[src/rtl/ecer_pkg.sv]
// package: exception cause / return pc register constants and types
package ecer_pkg;
    localparam int CAUSE_CHAIN_BIT   = 25;
    localparam int CAUSE_APRO_BIT    = 24;
    localparam int CAUSE_IVSEL_BIT   = 23;
    localparam int CAUSE_DEBUG_CHANNEL_IRQ_PENDING_BIT    = 21;
    localparam int CAUSE_HWP_LO      = 10;
    localparam int CAUSE_SWI_LO      = 8;
    localparam int CAUSE_CODE_LO     = 2;
    localparam int VIEW_HWP_LO       = 2;
    localparam int SNAP_ERL_BIT      = 2;
    localparam int SNAP_EXL_BIT      = 1;

    localparam logic [31:0] VEC_GENERAL = 32'h0000_0180;
    localparam logic [31:0] VEC_SPECIAL = 32'h0000_0200;

    // register selectors on the coprocessor move port
    localparam logic [1:0] SEL_CAUSE = 2'h0;
    localparam logic [1:0] SEL_VIEW  = 2'h1;
    localparam logic [1:0] SEL_SNAP  = 2'h2;
    localparam logic [1:0] SEL_EPC   = 2'h3;

    localparam logic [4:0] EXC_INT   = 5'h00;
    localparam logic [4:0] EXC_ADEL  = 5'h04;
    localparam logic [4:0] EXC_ADES  = 5'h05;
    localparam logic [4:0] EXC_IBE   = 5'h06;
    localparam logic [4:0] EXC_DBE   = 5'h07;
    localparam logic [4:0] EXC_SYS   = 5'h08;
    localparam logic [4:0] EXC_BP    = 5'h09;
    localparam logic [4:0] EXC_RI    = 5'h0a;
    localparam logic [4:0] EXC_CPU   = 5'h0b;
    localparam logic [4:0] EXC_OV    = 5'h0c;
    localparam logic [4:0] EXC_TR    = 5'h0d;
    localparam logic [4:0] EXC_IS1   = 5'h10;
    localparam logic [4:0] EXC_CEU   = 5'h11;
    localparam logic [4:0] EXC_C2E   = 5'h12;
    localparam logic [4:0] EXC_DSPD  = 5'h1a;
    localparam logic [4:0] EXC_PROT  = 5'h1d;
    localparam logic [4:0] EXC_SRAM  = 5'h1e;

    // kind of exception being accepted this cycle
    typedef enum logic [2:0] {
        ECER_KIND_NORMAL = 3'h0,
        ECER_KIND_ERROR  = 3'h1,
        ECER_KIND_SRAM   = 3'h2,
        ECER_KIND_DEBUG  = 3'h3
    } ecer_kind_t;

    typedef struct packed {
        logic        take;
        ecer_kind_t  kind;
        logic [4:0]  code;
        logic [31:0] pc;
        logic [31:0] branch_pc;
        logic        in_slot;
        logic        in_prologue;
    } ecer_exc_t;

    typedef struct packed {
        logic        wr;
        logic        rd;
        logic [1:0]  sel;
        logic [31:0] wdata;
    } ecer_cop_t;

    function automatic logic ecer_code_legal(input logic [4:0] c);
        case (c)
            EXC_INT, EXC_ADEL, EXC_ADES, EXC_IBE, EXC_DBE, EXC_SYS,
            EXC_BP, EXC_RI, EXC_CPU, EXC_OV, EXC_TR, EXC_IS1, EXC_CEU,
            EXC_C2E, EXC_DSPD, EXC_PROT: ecer_code_legal = 1'b1;
            default: ecer_code_legal = 1'b0;
        endcase
    endfunction : ecer_code_legal
endpackage : ecer_pkg

[src/rtl/ecer_regs.sv]
// exception cause, pending view, prior level snapshot and return pc
`timescale 1ns/1ps
// Contract
// - bit 25 read-only, 1 when chaining happened on last interrupt return.
// - bit 24 read-only, set when exception taken during auto prologue.
// - bit 23 writable; 0 selects vector 0x180, 1 selects 0x200.
// - with bit 23 set and boot vector off, 0x200 is vectored base.
// - bit 21 shows debug-channel interrupt pending, resets to 0.
// - bits 17:10 show hw interrupts 7..0; all eight reset to 0.
// - timer and perf-counter interrupts merged into one hw input.
// - external controller mode: bits 17:10 show requested level 0..255.
// - bits 9:8 writable software interrupt requests 1 and 0.
// - software request bits driven on two-bit output bus.
// - five-bit exception code at bits 6:2 records latest cause.
// - codes 0 and 4 through 13 encode the basic exceptions.
// - codes 16,17,18,26,29 encode extension exceptions; others reserved.
// - sram error leaves cause alone; in debug gives code 30 on output.
// - bits 22, 20:18, 7, 1:0 read as zero.
// - view register: level in 9:2 read-only, soft bits 1:0 writable.
// - snapshot keeps prior error level bit 2, exception level bit 1.
// - saved error level updated by non-debug level-setting exceptions.
// - saved exception level updated by return-pc kinds only.
// - return pc gets faulting pc, or branch pc with slot flag.
// - return pc read gives pc 31:1 and isa mode bit 0.
// - return pc write stores 31:1, clears bit 0, isa mode = {0,d0}.
module ecer_regs
    import ecer_pkg::*;
#(
    parameter int HW_IRQS   = 8,
    parameter int MERGE_IDX = 5
) (
    input  wire logic                MCLK,
    input  wire logic                RST,
    input  wire ecer_exc_t           EXC,
    input  wire ecer_cop_t           COP,
    input  wire logic                INTERRUPT_RETURN_INSTR_DONE,
    input  wire logic                INTERRUPT_RETURN_INSTR_CHAINED,
    input  wire logic                EIC_MODE,
    input  wire logic [HW_IRQS-1:0]  HW_IRQ,
    input  wire logic                TIMER_IRQ,
    input  wire logic                PERF_IRQ,
    input  wire logic                FDC_IRQ,
    input  wire logic [7:0]          EIC_LEVEL,
    input  wire logic                BOOT_VEC,
    input  wire logic                STATUS_EXL,
    input  wire logic                STATUS_ERL,
    input  wire logic                DEBUG_MODE,
    output logic [31:0]              RDATA,
    output logic [1:0]               SOFT_IRQ_OUT,
    output logic [31:0]              VECTOR_OFFSET,
    output logic                     VECTORED_BASE,
    output logic [31:0]              CAUSE_OUT,
    output logic                     BRANCH_SLOT,
    output logic [1:0]               ISA_MODE,
    output logic                     DEBUG_SRAM_CODE_VALID,
    output logic [4:0]               DEBUG_SRAM_CODE
);
    logic        chained_return_flag;
    logic        autoprologue_exception_flag;
    logic        interrupt_vector_select;
    logic        debug_channel_irq_pending;
    logic [7:0]  hw_pending_bits;
    logic [1:0]  soft_irq_request_bits;
    logic [4:0]  exception_cause_code;
    logic        snap_erl;
    logic        snap_exl;
    logic [31:0] exception_return_pc;
    logic [HW_IRQS-1:0] merged_irq;
    logic [7:0]  next_pending;
    logic [31:0] cause_word;
    logic [31:0] next_rdata;
    logic        normal_take;
    logic        cop_wr_cause;

    assign normal_take  = EXC.take && EXC.kind == ECER_KIND_NORMAL;
    assign cop_wr_cause = COP.wr && (COP.sel == SEL_CAUSE);

    always_comb begin
        merged_irq = HW_IRQ;
        merged_irq[MERGE_IDX] = HW_IRQ[MERGE_IDX] | TIMER_IRQ
                              | PERF_IRQ;
    end

    always_comb begin
        if (EIC_MODE) begin
            next_pending = EIC_LEVEL;
        end else begin
            next_pending = merged_irq[7:0];
        end
    end

    // pending and debug channel inputs are sampled every cycle
    always_ff @(posedge MCLK) begin
        if (RST) begin
            hw_pending_bits           <= 8'h00;
            debug_channel_irq_pending <= 1'b0;
        end else begin
            hw_pending_bits           <= next_pending;
            debug_channel_irq_pending <= FDC_IRQ;
        end
    end

    always_ff @(posedge MCLK) begin
        if (RST) begin
            chained_return_flag <= 1'b0;
        end else if (INTERRUPT_RETURN_INSTR_DONE) begin
            chained_return_flag <= INTERRUPT_RETURN_INSTR_CHAINED;
        end
    end

    // cause fields update with a normal redirect of legal code; error, sram and debug leave them alone
    always_ff @(posedge MCLK) begin
        if (RST) begin
            autoprologue_exception_flag <= 1'b0;
            exception_cause_code        <= EXC_INT;
            BRANCH_SLOT                 <= 1'b0;
        end else if (normal_take && ecer_code_legal(EXC.code)) begin
            autoprologue_exception_flag <= EXC.in_prologue;
            exception_cause_code <= EXC.code;
            if (!STATUS_EXL) begin
                BRANCH_SLOT <= EXC.in_slot;
            end
        end
    end

    always_ff @(posedge MCLK) begin
        if (RST) begin
            interrupt_vector_select <= 1'b0;
        end else if (cop_wr_cause) begin
            interrupt_vector_select <= COP.wdata[CAUSE_IVSEL_BIT];
        end
    end

    always_ff @(posedge MCLK) begin
        if (RST) begin
            soft_irq_request_bits <= 2'h0;
        end else if (cop_wr_cause) begin
            soft_irq_request_bits <= COP.wdata[CAUSE_SWI_LO +: 2];
        end else if (COP.wr && COP.sel == SEL_VIEW) begin
            soft_irq_request_bits <= COP.wdata[1:0];
        end
    end

    always_ff @(posedge MCLK) begin
        if (RST) begin
            snap_erl <= 1'b0;
            snap_exl <= 1'b0;
        end else if (EXC.take && EXC.kind != ECER_KIND_DEBUG) begin
            snap_erl <= STATUS_ERL;
            if (EXC.kind == ECER_KIND_NORMAL) begin
                snap_exl <= STATUS_EXL;
            end
        end
    end

    always_ff @(posedge MCLK) begin
        if (RST) begin
            exception_return_pc      <= 32'h0000_0000;
            ISA_MODE <= 2'h0;
        end else if (COP.wr && COP.sel == SEL_EPC) begin
            exception_return_pc      <= {COP.wdata[31:1], 1'b0};
            ISA_MODE <= {1'b0, COP.wdata[0]};
        end else if (normal_take && !STATUS_EXL) begin
            exception_return_pc <= EXC.in_slot ? EXC.branch_pc : EXC.pc;
        end
    end

    always_ff @(posedge MCLK) begin
        if (RST) begin
            DEBUG_SRAM_CODE_VALID <= 1'b0;
            DEBUG_SRAM_CODE       <= 5'h00;
        end else begin
            DEBUG_SRAM_CODE_VALID <= EXC.take && EXC.kind == ECER_KIND_SRAM
                                     && DEBUG_MODE;
            DEBUG_SRAM_CODE <= EXC_SRAM;
        end
    end

    always_comb begin
        cause_word = 32'h0000_0000;
        cause_word[CAUSE_CHAIN_BIT] = chained_return_flag;
        cause_word[CAUSE_APRO_BIT]  = autoprologue_exception_flag;
        cause_word[CAUSE_IVSEL_BIT] = interrupt_vector_select;
        cause_word[CAUSE_DEBUG_CHANNEL_IRQ_PENDING_BIT]  = debug_channel_irq_pending;
        cause_word[CAUSE_HWP_LO +: 8]  = hw_pending_bits;
        cause_word[CAUSE_SWI_LO +: 2]  = soft_irq_request_bits;
        cause_word[CAUSE_CODE_LO +: 5] = exception_cause_code;
    end

    always_comb begin
        next_rdata = 32'h0000_0000;
        unique case (COP.sel)
            SEL_CAUSE: next_rdata = cause_word;
            SEL_VIEW: begin
                next_rdata[VIEW_HWP_LO +: 8] = hw_pending_bits;
                next_rdata[1:0] = soft_irq_request_bits;
            end
            SEL_SNAP: begin
                next_rdata[SNAP_ERL_BIT] = snap_erl;
                next_rdata[SNAP_EXL_BIT] = snap_exl;
            end
            SEL_EPC: next_rdata = {exception_return_pc[31:1], ISA_MODE[0]};
        endcase
    end

    always_ff @(posedge MCLK) begin
        if (RST) begin
            RDATA <= 32'h0000_0000;
        end else if (COP.rd) begin
            RDATA <= next_rdata;
        end
    end

    always_ff @(posedge MCLK) begin
        if (RST) begin
            SOFT_IRQ_OUT  <= 2'h0;
            VECTOR_OFFSET <= VEC_GENERAL;
            VECTORED_BASE <= 1'b0;
            CAUSE_OUT     <= 32'h0000_0000;
        end else begin
            SOFT_IRQ_OUT  <= soft_irq_request_bits;
            VECTOR_OFFSET <= interrupt_vector_select ? VEC_SPECIAL
                                                     : VEC_GENERAL;
            VECTORED_BASE <= interrupt_vector_select && !BOOT_VEC;
            CAUSE_OUT     <= cause_word;
        end
    end

    a_code_legal: assert property (
        @(posedge MCLK) disable iff (RST)
        ecer_code_legal(exception_cause_code))
        else $error("reserved exception code held");

    a_code_keep: assert property (
        @(posedge MCLK) disable iff (RST)
        (EXC.take && !ecer_code_legal(EXC.code)) |=>
        $stable(exception_cause_code))
        else $error("reserved code reached the cause field");

    a_code_take: assert property (
        @(posedge MCLK) disable iff (RST)
        (normal_take && ecer_code_legal(EXC.code)) |=>
        exception_cause_code == $past(EXC.code))
        else $error("exception code not recorded");

    a_apro_take: assert property (
        @(posedge MCLK) disable iff (RST)
        (normal_take && ecer_code_legal(EXC.code)) |=>
        autoprologue_exception_flag == $past(EXC.in_prologue))
        else $error("prologue flag not recorded");

    a_chain_flag: assert property (
        @(posedge MCLK) disable iff (RST)
        INTERRUPT_RETURN_INSTR_DONE |=> chained_return_flag == $past(INTERRUPT_RETURN_INSTR_CHAINED))
        else $error("chained return flag not loaded");

    a_vec_offset: assert property (
        @(posedge MCLK) disable iff (RST)
        1'b1 |=> VECTOR_OFFSET == ($past(interrupt_vector_select)
                                   ? VEC_SPECIAL : VEC_GENERAL))
        else $error("vector offset does not follow select bit");

    a_vec_base: assert property (
        @(posedge MCLK) disable iff (RST)
        (interrupt_vector_select && !BOOT_VEC) |=> VECTORED_BASE)
        else $error("vectored base not flagged");

    a_fdc_pending: assert property (
        @(posedge MCLK) disable iff (RST)
        1'b1 |=> debug_channel_irq_pending == $past(FDC_IRQ))
        else $error("debug channel pending bit does not track input");

    a_hw_pending: assert property (
        @(posedge MCLK) disable iff (RST)
        (!EIC_MODE && !TIMER_IRQ && !PERF_IRQ) |=>
        hw_pending_bits == $past(HW_IRQ[7:0]))
        else $error("pending bits do not track hardware inputs");

    a_irq_merge: assert property (
        @(posedge MCLK) disable iff (RST)
        (!EIC_MODE && (TIMER_IRQ || PERF_IRQ)) |=>
        hw_pending_bits[MERGE_IDX])
        else $error("timer or counter interrupt not merged");

    a_eic_level: assert property (
        @(posedge MCLK) disable iff (RST)
        EIC_MODE |=> hw_pending_bits == $past(EIC_LEVEL))
        else $error("requested level not shown");

    a_soft_write: assert property (
        @(posedge MCLK) disable iff (RST)
        cop_wr_cause |=>
        soft_irq_request_bits == $past(COP.wdata[CAUSE_SWI_LO +: 2]))
        else $error("software request bits not written");

    a_view_soft: assert property (
        @(posedge MCLK) disable iff (RST)
        (COP.wr && COP.sel == SEL_VIEW) |=>
        soft_irq_request_bits == $past(COP.wdata[1:0]))
        else $error("view write did not reach software bits");

    a_soft_out: assert property (
        @(posedge MCLK) disable iff (RST)
        cop_wr_cause |=> ##1 SOFT_IRQ_OUT ==
        $past(COP.wdata[CAUSE_SWI_LO +: 2], 2))
        else $error("software request output lags");

    a_sram_keeps: assert property (
        @(posedge MCLK) disable iff (RST)
        (EXC.take && EXC.kind == ECER_KIND_SRAM) |=>
        $stable(exception_cause_code))
        else $error("sram error changed cause");

    a_sram_debug: assert property (
        @(posedge MCLK) disable iff (RST)
        (EXC.take && EXC.kind == ECER_KIND_SRAM && DEBUG_MODE) |=>
        (DEBUG_SRAM_CODE_VALID && DEBUG_SRAM_CODE == EXC_SRAM))
        else $error("sram error in debug mode not reported");

    a_zero_bits: assert property (
        @(posedge MCLK) disable iff (RST)
        CAUSE_OUT[22] == 1'b0 && CAUSE_OUT[20:18] == 3'h0
        && CAUSE_OUT[7] == 1'b0 && CAUSE_OUT[1:0] == 2'h0)
        else $error("reserved cause bits not zero");

    a_snap_debug: assert property (
        @(posedge MCLK) disable iff (RST)
        (EXC.take && EXC.kind == ECER_KIND_DEBUG) |=>
        $stable(snap_erl) && $stable(snap_exl))
        else $error("debug exception changed snapshot");

    a_snap_erl: assert property (
        @(posedge MCLK) disable iff (RST)
        (EXC.take && EXC.kind != ECER_KIND_DEBUG) |=>
        snap_erl == $past(STATUS_ERL))
        else $error("saved error level wrong");

    a_snap_exl: assert property (
        @(posedge MCLK) disable iff (RST)
        normal_take |=> snap_exl == $past(STATUS_EXL))
        else $error("saved exception level wrong");

    a_snap_errpc: assert property (
        @(posedge MCLK) disable iff (RST)
        (EXC.take && EXC.kind != ECER_KIND_NORMAL) |=> $stable(snap_exl))
        else $error("saved exception level changed by wrong kind");

    a_epc_hold_exl: assert property (
        @(posedge MCLK) disable iff (RST)
        (EXC.take && STATUS_EXL && !COP.wr) |=> $stable(exception_return_pc))
        else $error("return pc changed while exception level set");

    a_epc_take: assert property (
        @(posedge MCLK) disable iff (RST)
        (normal_take && !STATUS_EXL && !COP.wr) |=>
        exception_return_pc == ($past(EXC.in_slot) ? $past(EXC.branch_pc)
                                   : $past(EXC.pc)))
        else $error("return pc not loaded on exception");

    a_epc_write: assert property (
        @(posedge MCLK) disable iff (RST)
        (COP.wr && COP.sel == SEL_EPC) |=>
        (exception_return_pc == {$past(COP.wdata[31:1]), 1'b0}
         && ISA_MODE == {1'b0, $past(COP.wdata[0])}))
        else $error("return pc write mapping wrong");

    a_epc_read: assert property (
        @(posedge MCLK) disable iff (RST)
        (COP.rd && COP.sel == SEL_EPC) |=>
        RDATA == {$past(exception_return_pc[31:1]), $past(ISA_MODE[0])})
        else $error("return pc read mapping wrong");

endmodule : ecer_regs

[config.mk]
export PLATFORM = sky130hd
export DESIGN_NAME = ecer_regs
export DESIGN_NICKNAME = d
export VERILOG_FILES = /design/src/rtl/ecer_pkg.sv /design/src/rtl/ecer_regs.sv
export SDC_FILE = /design/constraint.sdc
export NUM_CORES = 1
export LEC_CHECK = 0
export ABC_AREA = 1
export BUFFER_PORTS_ARGS = -buffer_cell sky130_fd_sc_hd__buf_2
export CAP_MARGIN = 20
export CORE_MARGIN = 4
export CORE_UTILIZATION = 52
export CTS_BUF_LIST = sky130_fd_sc_hd__clkbuf_8
export DETAILED_ROUTE_END_ITERATION = 10
export PLACE_DENSITY_LB_ADDON = 0.15
export SLEW_MARGIN = 10
export SYNTH_ARGS = -nofsm -noshare
export SYNTH_HDL_FRONTEND = slang
export SYNTH_SLANG_ARGS = --single-unit
[constraint.sdc]
create_clock -name MCLK -period 1.7 [get_ports MCLK]
set_input_delay 0 -clock MCLK [delete_from_list [all_inputs] [get_ports MCLK]]
set_output_delay 0 -clock MCLK [all_outputs]
set_load 0.005 [all_outputs]
# --- After elaboration in Yosys (flattened, before gate mapping) ---
# Memory sizes are Yosys's and may differ from the RTL's.
# Cells that the tools add are included.
classes:
  reduce_logical: 19
  eq_ne: 5
  mux: 13
  bitwise: 3
ops:
  columns: ["operator", "n"]
  rows:
  - ["2-to-1 mux 32 bit", 3]
  - ["case mux 22 bit (2 select lines)", 1]
  - ["case mux 7 bit (3 select lines)", 1]
  - ["logical AND 1 bit", 10]
  - ["2-to-1 mux 10 bit", 1]
  - ["2-to-1 mux 8 bit", 1]
  - ["case mux 2 bit (4 select lines)", 1]
  - ["2-to-1 mux 5 bit", 1]
  - ["equality test 2 bit, second input constant", 2]
  - ["2-to-1 mux 2 bit", 2]
  - ["AND reduction 2 bit", 2]
  - ["nonzero test 2 bit", 2]
  - ["equality test 3 x 2 -> 1 bit, second input constant", 1]
  - ["zero test 3 bit", 1]
  - ["!= test 3 x 2 -> 1 bit, second input constant", 1]
  - ["equality test 2 x 1 -> 1 bit, second input constant", 1]
  - ["zero test 1 bit", 2]
  - ["zero test 2 bit", 1]
  - ["OR 1 bit", 2]
  - ["case mux 1 bit (2 select lines)", 1]
  - ["OR reduction 2 bit", 1]
  - ["2-to-1 mux 1 bit", 1]
  - ["NOT 1 bit", 1]
word_totals:
  word_cells: 62
  memories: 1
  in_bits: 139
  output_inout_bits: 108
  register_bits: 160
  rom_bits: 32
mem_list:
  columns: ["name", "words", "word_bits", "read_ports", "rd_clocked_by_memory_dff", "write_ports", "line_no", "source"]
  rows:
  - ["(name not given)", 32, 1, 1, 0, 0, "ecer_pkg.sv:67", "case (c)"]

# --- Depth between registers and ports, before layout ---
logic_depth:
  depth_word: 5
  depth_mapped: 9
  depth_no_buf: 9

# --- Worst setup path after synthesis ---
# No wires, ideal clock.
synth_path:
  kind: "input-to-reg"
  from: "in COP[32] (netlist name)"
  to: "reg exception_return_pc[21]"
  t_required_ps: 1578
  stages: 6
  n_path_buf: 2
  path_slack_ps: 736
  arrival_ps: 843
  cell_sequence: "ha_1 nand2_2 buf_6 clkbuf_2 o21ai_0 a21oi_1"
synth_between:
  elab_chain_cells: 3
  elab_cells_between_ends: 4
synth_rtl:
  columns: ["item", "line_no", "source"]
  rows:
  - ["start: declaration", "ecer_regs.sv:35", "input wire ecer_cop_t COP,"]
  - ["equality test 2 bit *", "ecer_regs.sv:160", "end else if (COP.wr && COP.sel == SEL_EPC) begin"]
  - ["logical AND 1 bit *", "ecer_regs.sv:160", null]
  - ["2-to-1 mux 32 bit / nonzero test 2 bit (equally long branches)", null, null]
  - ["end signal: assignment", "ecer_regs.sv:161", "exception_return_pc <= {COP.wdata[31:1], 1'b0};"]
  - ["end signal: assignment", "ecer_regs.sv:164", "exception_return_pc <= EXC.in_slot ? EXC.branch_pc : EXC.pc;"]
  - ["end: declaration", "ecer_regs.sv:67", "logic [31:0] exception_return_pc;"]
# Mark *: on every way between the ends. The rest lies on a longest branch, timed or not.
# A chain may end at the register's enable or synchronous reset.

# --- Final worst setup path ---
layout_path:
  from: "in DEBUG_MODE"
  to: "reg DEBUG_SRAM_CODE_VALID"
layout_between:
  elab_chain_cells: 1
layout_rtl:
  columns: ["item", "line_no", "source"]
  rows:
  - ["start: declaration", "ecer_regs.sv:47", "input wire logic DEBUG_MODE,"]
  - ["logical AND 1 bit", "ecer_regs.sv:174", "&& DEBUG_MODE;"]
  - ["end signal: assignment", "ecer_regs.sv:173", "DEBUG_SRAM_CODE_VALID <= EXC.take && EXC.kind == ECER_KIND_SRAM"]
  - ["end: declaration", "ecer_regs.sv:55", "output logic DEBUG_SRAM_CODE_VALID,"]
# No other way between the ends.

==> results by group <==
Status
  • Status: completed

Timing
  • Setup tns final: 0 ns
  • Final Slew Violations: 0
  • Period utilisation layout: between 90% and 100%
  • Fmax achieved: 0.6158 GHz
  • Period minus WS final: 1.624 ns
  • Slew @ Worst Pin: 0.6673 ns
  • Final Hold Viols: 0
  • RSZ-0062 raised after global routing: no
  • Endpoints failing setup: 0
  • Clock Skew: 0.01485 ns
  • Relative slew slack: 55.51%

Clocking
  • Inserted Clock Buffers: 9
  • CTS sink cnt: 109
  • H-tree level count: 3
  • Root Buffer: clkbuf_8
  • Insertion delay to the later sink of the worst-skew pair: 0.38 ns
  • Clk pin slew, worst setup/hold paths: 0.11 ns
  • Post-CTS setup buffers: 0
  • Clk buf depth: 2
  • CTS tree: done

Synthesis
  • Yosys top cell by area: dfxtp_1
  • Synth top area share: 42.79%
  • Synth area leaders: dfxtp_1 43%, o21ai_0 9.8%, nand2_1 8.2%
  • Synth warn: 0
  • Sequential element share of the synthesized area: 42.79%
  • Yosys cell types: 31
  • FF+latch count, synth: about 110
  • Post-Syn Instances: roughly 680
  • Post-Syn Area: ~5100 um^2
  • Avg Cell Area, Syn: 7.555 um^2

Route
  • DRC violations left: 0
  • Via density: 4.967
  • 1st-iter DRT viols: ~280
  • Post-route ant nets: 0
  • Vias: 5205
  • TritonRoute pass-1 iters: 5
  • Wire length per cell: 14.60 um
  • Total wire length: between 15 and 20 mm

Worst setup path
  • WP data arrival: 1.94 ns
  • CP most frequent cell: dlygate4sd3_1
  • WP data required: between 2 and 2.5 ns
  • Crit path max-delay family: buffers and inverters
  • Worst path bufs/invs: 4
  • CP startpoint: DEBUG_MODE
  • R2R setup slack: 0.42 ns
  • Worst path max stage delay: 0.58 ns
  • Worst setup path class: in -> reg
  • Critical R2R Launch: chained_return_flag$_SDFFE_PP0P_
  • Highest-delay cell along the critical path: dlygate4sd3_1
  • Worst-path fanout max: 1
  • Cell Chain, Critical Path: dlygate4sd3_1, buf_2, nand3_1, dlygate4sd3_1, nor2_1, dlygate4sd3_1
  • CP Capture Type: flip-flop
  • Startpoint Class: input pin

Floorplanning
  • CORE AREA: 9371 um^2
  • Chip Height: 107.0 um
  • Die area: about 11000 um^2
  • Cell row count: 35
  • I/O Pins: around 250
  • Die Wd: 107.0 um
  • Initial Util: approximately 54%

Hold path
  • Startpoint of the worst hold path: EXC[55]
  • Worst Hold Class: in -> reg

Power and ir drop
  • Pwr Total: roughly 0.0052 W
  • Seq pwr share: 52.4%
  • PD cells: 766.7 nW/um^2
  • Net Sw Frac: 29.23%
  • Net Switching: between 0.0015 and 0.002 W
  • Logic gate share of total power: about 17%
  • Pint: 0.003674 W
  • Clk pwr share: 30.7%
  • P_leak: 3.343 nW
  • VDD IR-drop max: 418.4 uV

Cells and area
  • ANT cells: 0
  • Nets: 1058
  • Most frequent cells in the layout: 200 x buf_2, 111 x nand2_1, 109 x dfxtp_1
  • Commonest non-fill, non-tap cell in the layout: buf_2
  • Area growth syn-to-layout: 32.78%
  • Fill cells: 754
  • Storage cell area: 2182 um^2
  • Cell Count, Final, Fillers Out: 1048
  • Area of the multi-input gates: about 2300 um^2
  • Share of layout cells above drive strength 1: roughly a quarter

Job
  • Max Cap Viol: 0

Placed design
  • IO buf count: 200
  • Post-DP HPWL: 10.54 mm
  • RePlAce Congestion: 0.8651
  • Placed Instances: around 970

Global routing
  • First-pass GRT wire length: around 24 mm
  • Initial antenna violation count: 0
  • Largest net degree at the start of global routing: slightly above 60
  • GRT Overall Usage: 25.68%
  • Vias in the first global route: 5017
  • Overflow after GRT: 0
-- sequential cells by signal, indices dropped and copies added, names as in the netlist --
signal and flops:
RDATA 32, exception_return_pc 31, CAUSE_OUT 18, hw_pending_bits 8
exception_cause_code 5, soft_irq_request_bits 2, BRANCH_SLOT 1, DEBUG_SRAM_CODE 1
DEBUG_SRAM_CODE_VALID 1, ISA_MODE 1, SOFT_IRQ_OUT 1, VECTORED_BASE 1
VECTOR_OFFSET 1, autoprologue_exception_flag 1, chained_return_flag 1, debug_channel_irq_pending 1
interrupt_vector_select 1, snap_erl 1, snap_exl 1
-- worst reg2reg max path, delay by kind of cell, from the launching register on --
family	cells	cell delay (ns)
buf+inv	2	0.65
flops	1	0.32
simple gates	2	0.09
compound gates	1	0.10
-- final timing paths --
path	cells after the start	to
setup / recovery	6	DEBUG_SRAM_CODE_VALID$_SDFF_PP0_
hold / removal	5	exception_return_pc[21]$_SDFFE_PP0P_
setup reg to reg	5	chained_return_flag$_SDFFE_PP0P_
hold reg to reg	2	CAUSE_OUT[21]$_SDFF_PP0_
-- cells in the mapped netlist --
cell      number
nor2_1        83
o21ai_1        5
mux2i_1       27
a21oi_1       74
clkinv_1       1
inv_1         44
nand2_4        2
nand3_2        1
nand3_1        5
nor4_1         1
nor2_4         1
clkbuf_1      18
inv_2          1
nand2_2        2
nor2_2         1
clkinv_2       1
buf_1          2
a31oi_1        1
buf_6          6
a22o_1         1
buf_2          6
nand2_1      111
nand4_1        2
conb_1         1
o211ai_1       3
buf_4         54
o21ai_0      100
dfxtp_1      109
clkbuf_2       1
ha_1           5
o221ai_1       6
-- cells by family after synthesis --
kind of cell             synth area share (%)
AND/OR/NAND/NOR                         16.36
AO/OA/AOI/OAI                           19.33
buffers and inverters                   14.92
flip-flops                              42.79
multiplexers                            5.299
adder cells (fa/ha/maj)                 1.227
other                                 0.07353
-- layout make-up --
| type | count | area share, % |
|---|---|---|
| timing repair buffer | 272 | 25.41 |
| sequential | 109 | 32.22 |
| clock buffer | 9 | 1.829 |
| inverter | 47 | 2.624 |
| clock inverter | 7 | 1.201 |
| multi-input combinational | 475 | 34.33 |
| tap | 129 | 2.384 |
-- routing by layer --
layer,track usage [%],vias to the layer above,share of wire (%)
li1,-,2588,-
met1,29.66,2341,39
met2,45.49,231,50
met3,5.238,45,6.5
met4,11.51,0,3.7
met5,0,-,0
-- metrics by stage --
stage / hold slack, ns / setup slack, ns / cell area (um^2) / util, %
floorplan: 0.07218 / 0.7359 / 5261 / -
global placement: 0.1678 / 0.3529 / 5913 / 63.10
detailed placement: 0.1757 / 0.3055 / 5913 / 63.10
CTS: 0.02117 / 0.05214 / 6759 / 72.12
global route: 0.04581 / 0.004634 / 6771 / 72.26
finish: 0.03527 / 0.07622 / 6771 / 72.26
-- power by group through the flow --
stage | logic, W | registers [W] | clock network, W
detailed placement | 0.000734 | 0.00278 | 0
CTS | 0.000852 | 0.00272 | 0.00162
finish | 0.000873 | 0.00272 | 0.00160
global placement | 0.000717 | 0.00278 | 0
floorplan | 0.000503 | 0.00277 | 0
global route | 0.000975 | 0.00273 | 0.00172
-- repair_timing --
action	in CTS	in global routing
gates resized for setup	0	3
endpoints found under the hold margin	53	0
setup endpoints to repair	0	2
hold buffers	64	0
No activity file was read; power rests on OpenSTA's default activity.
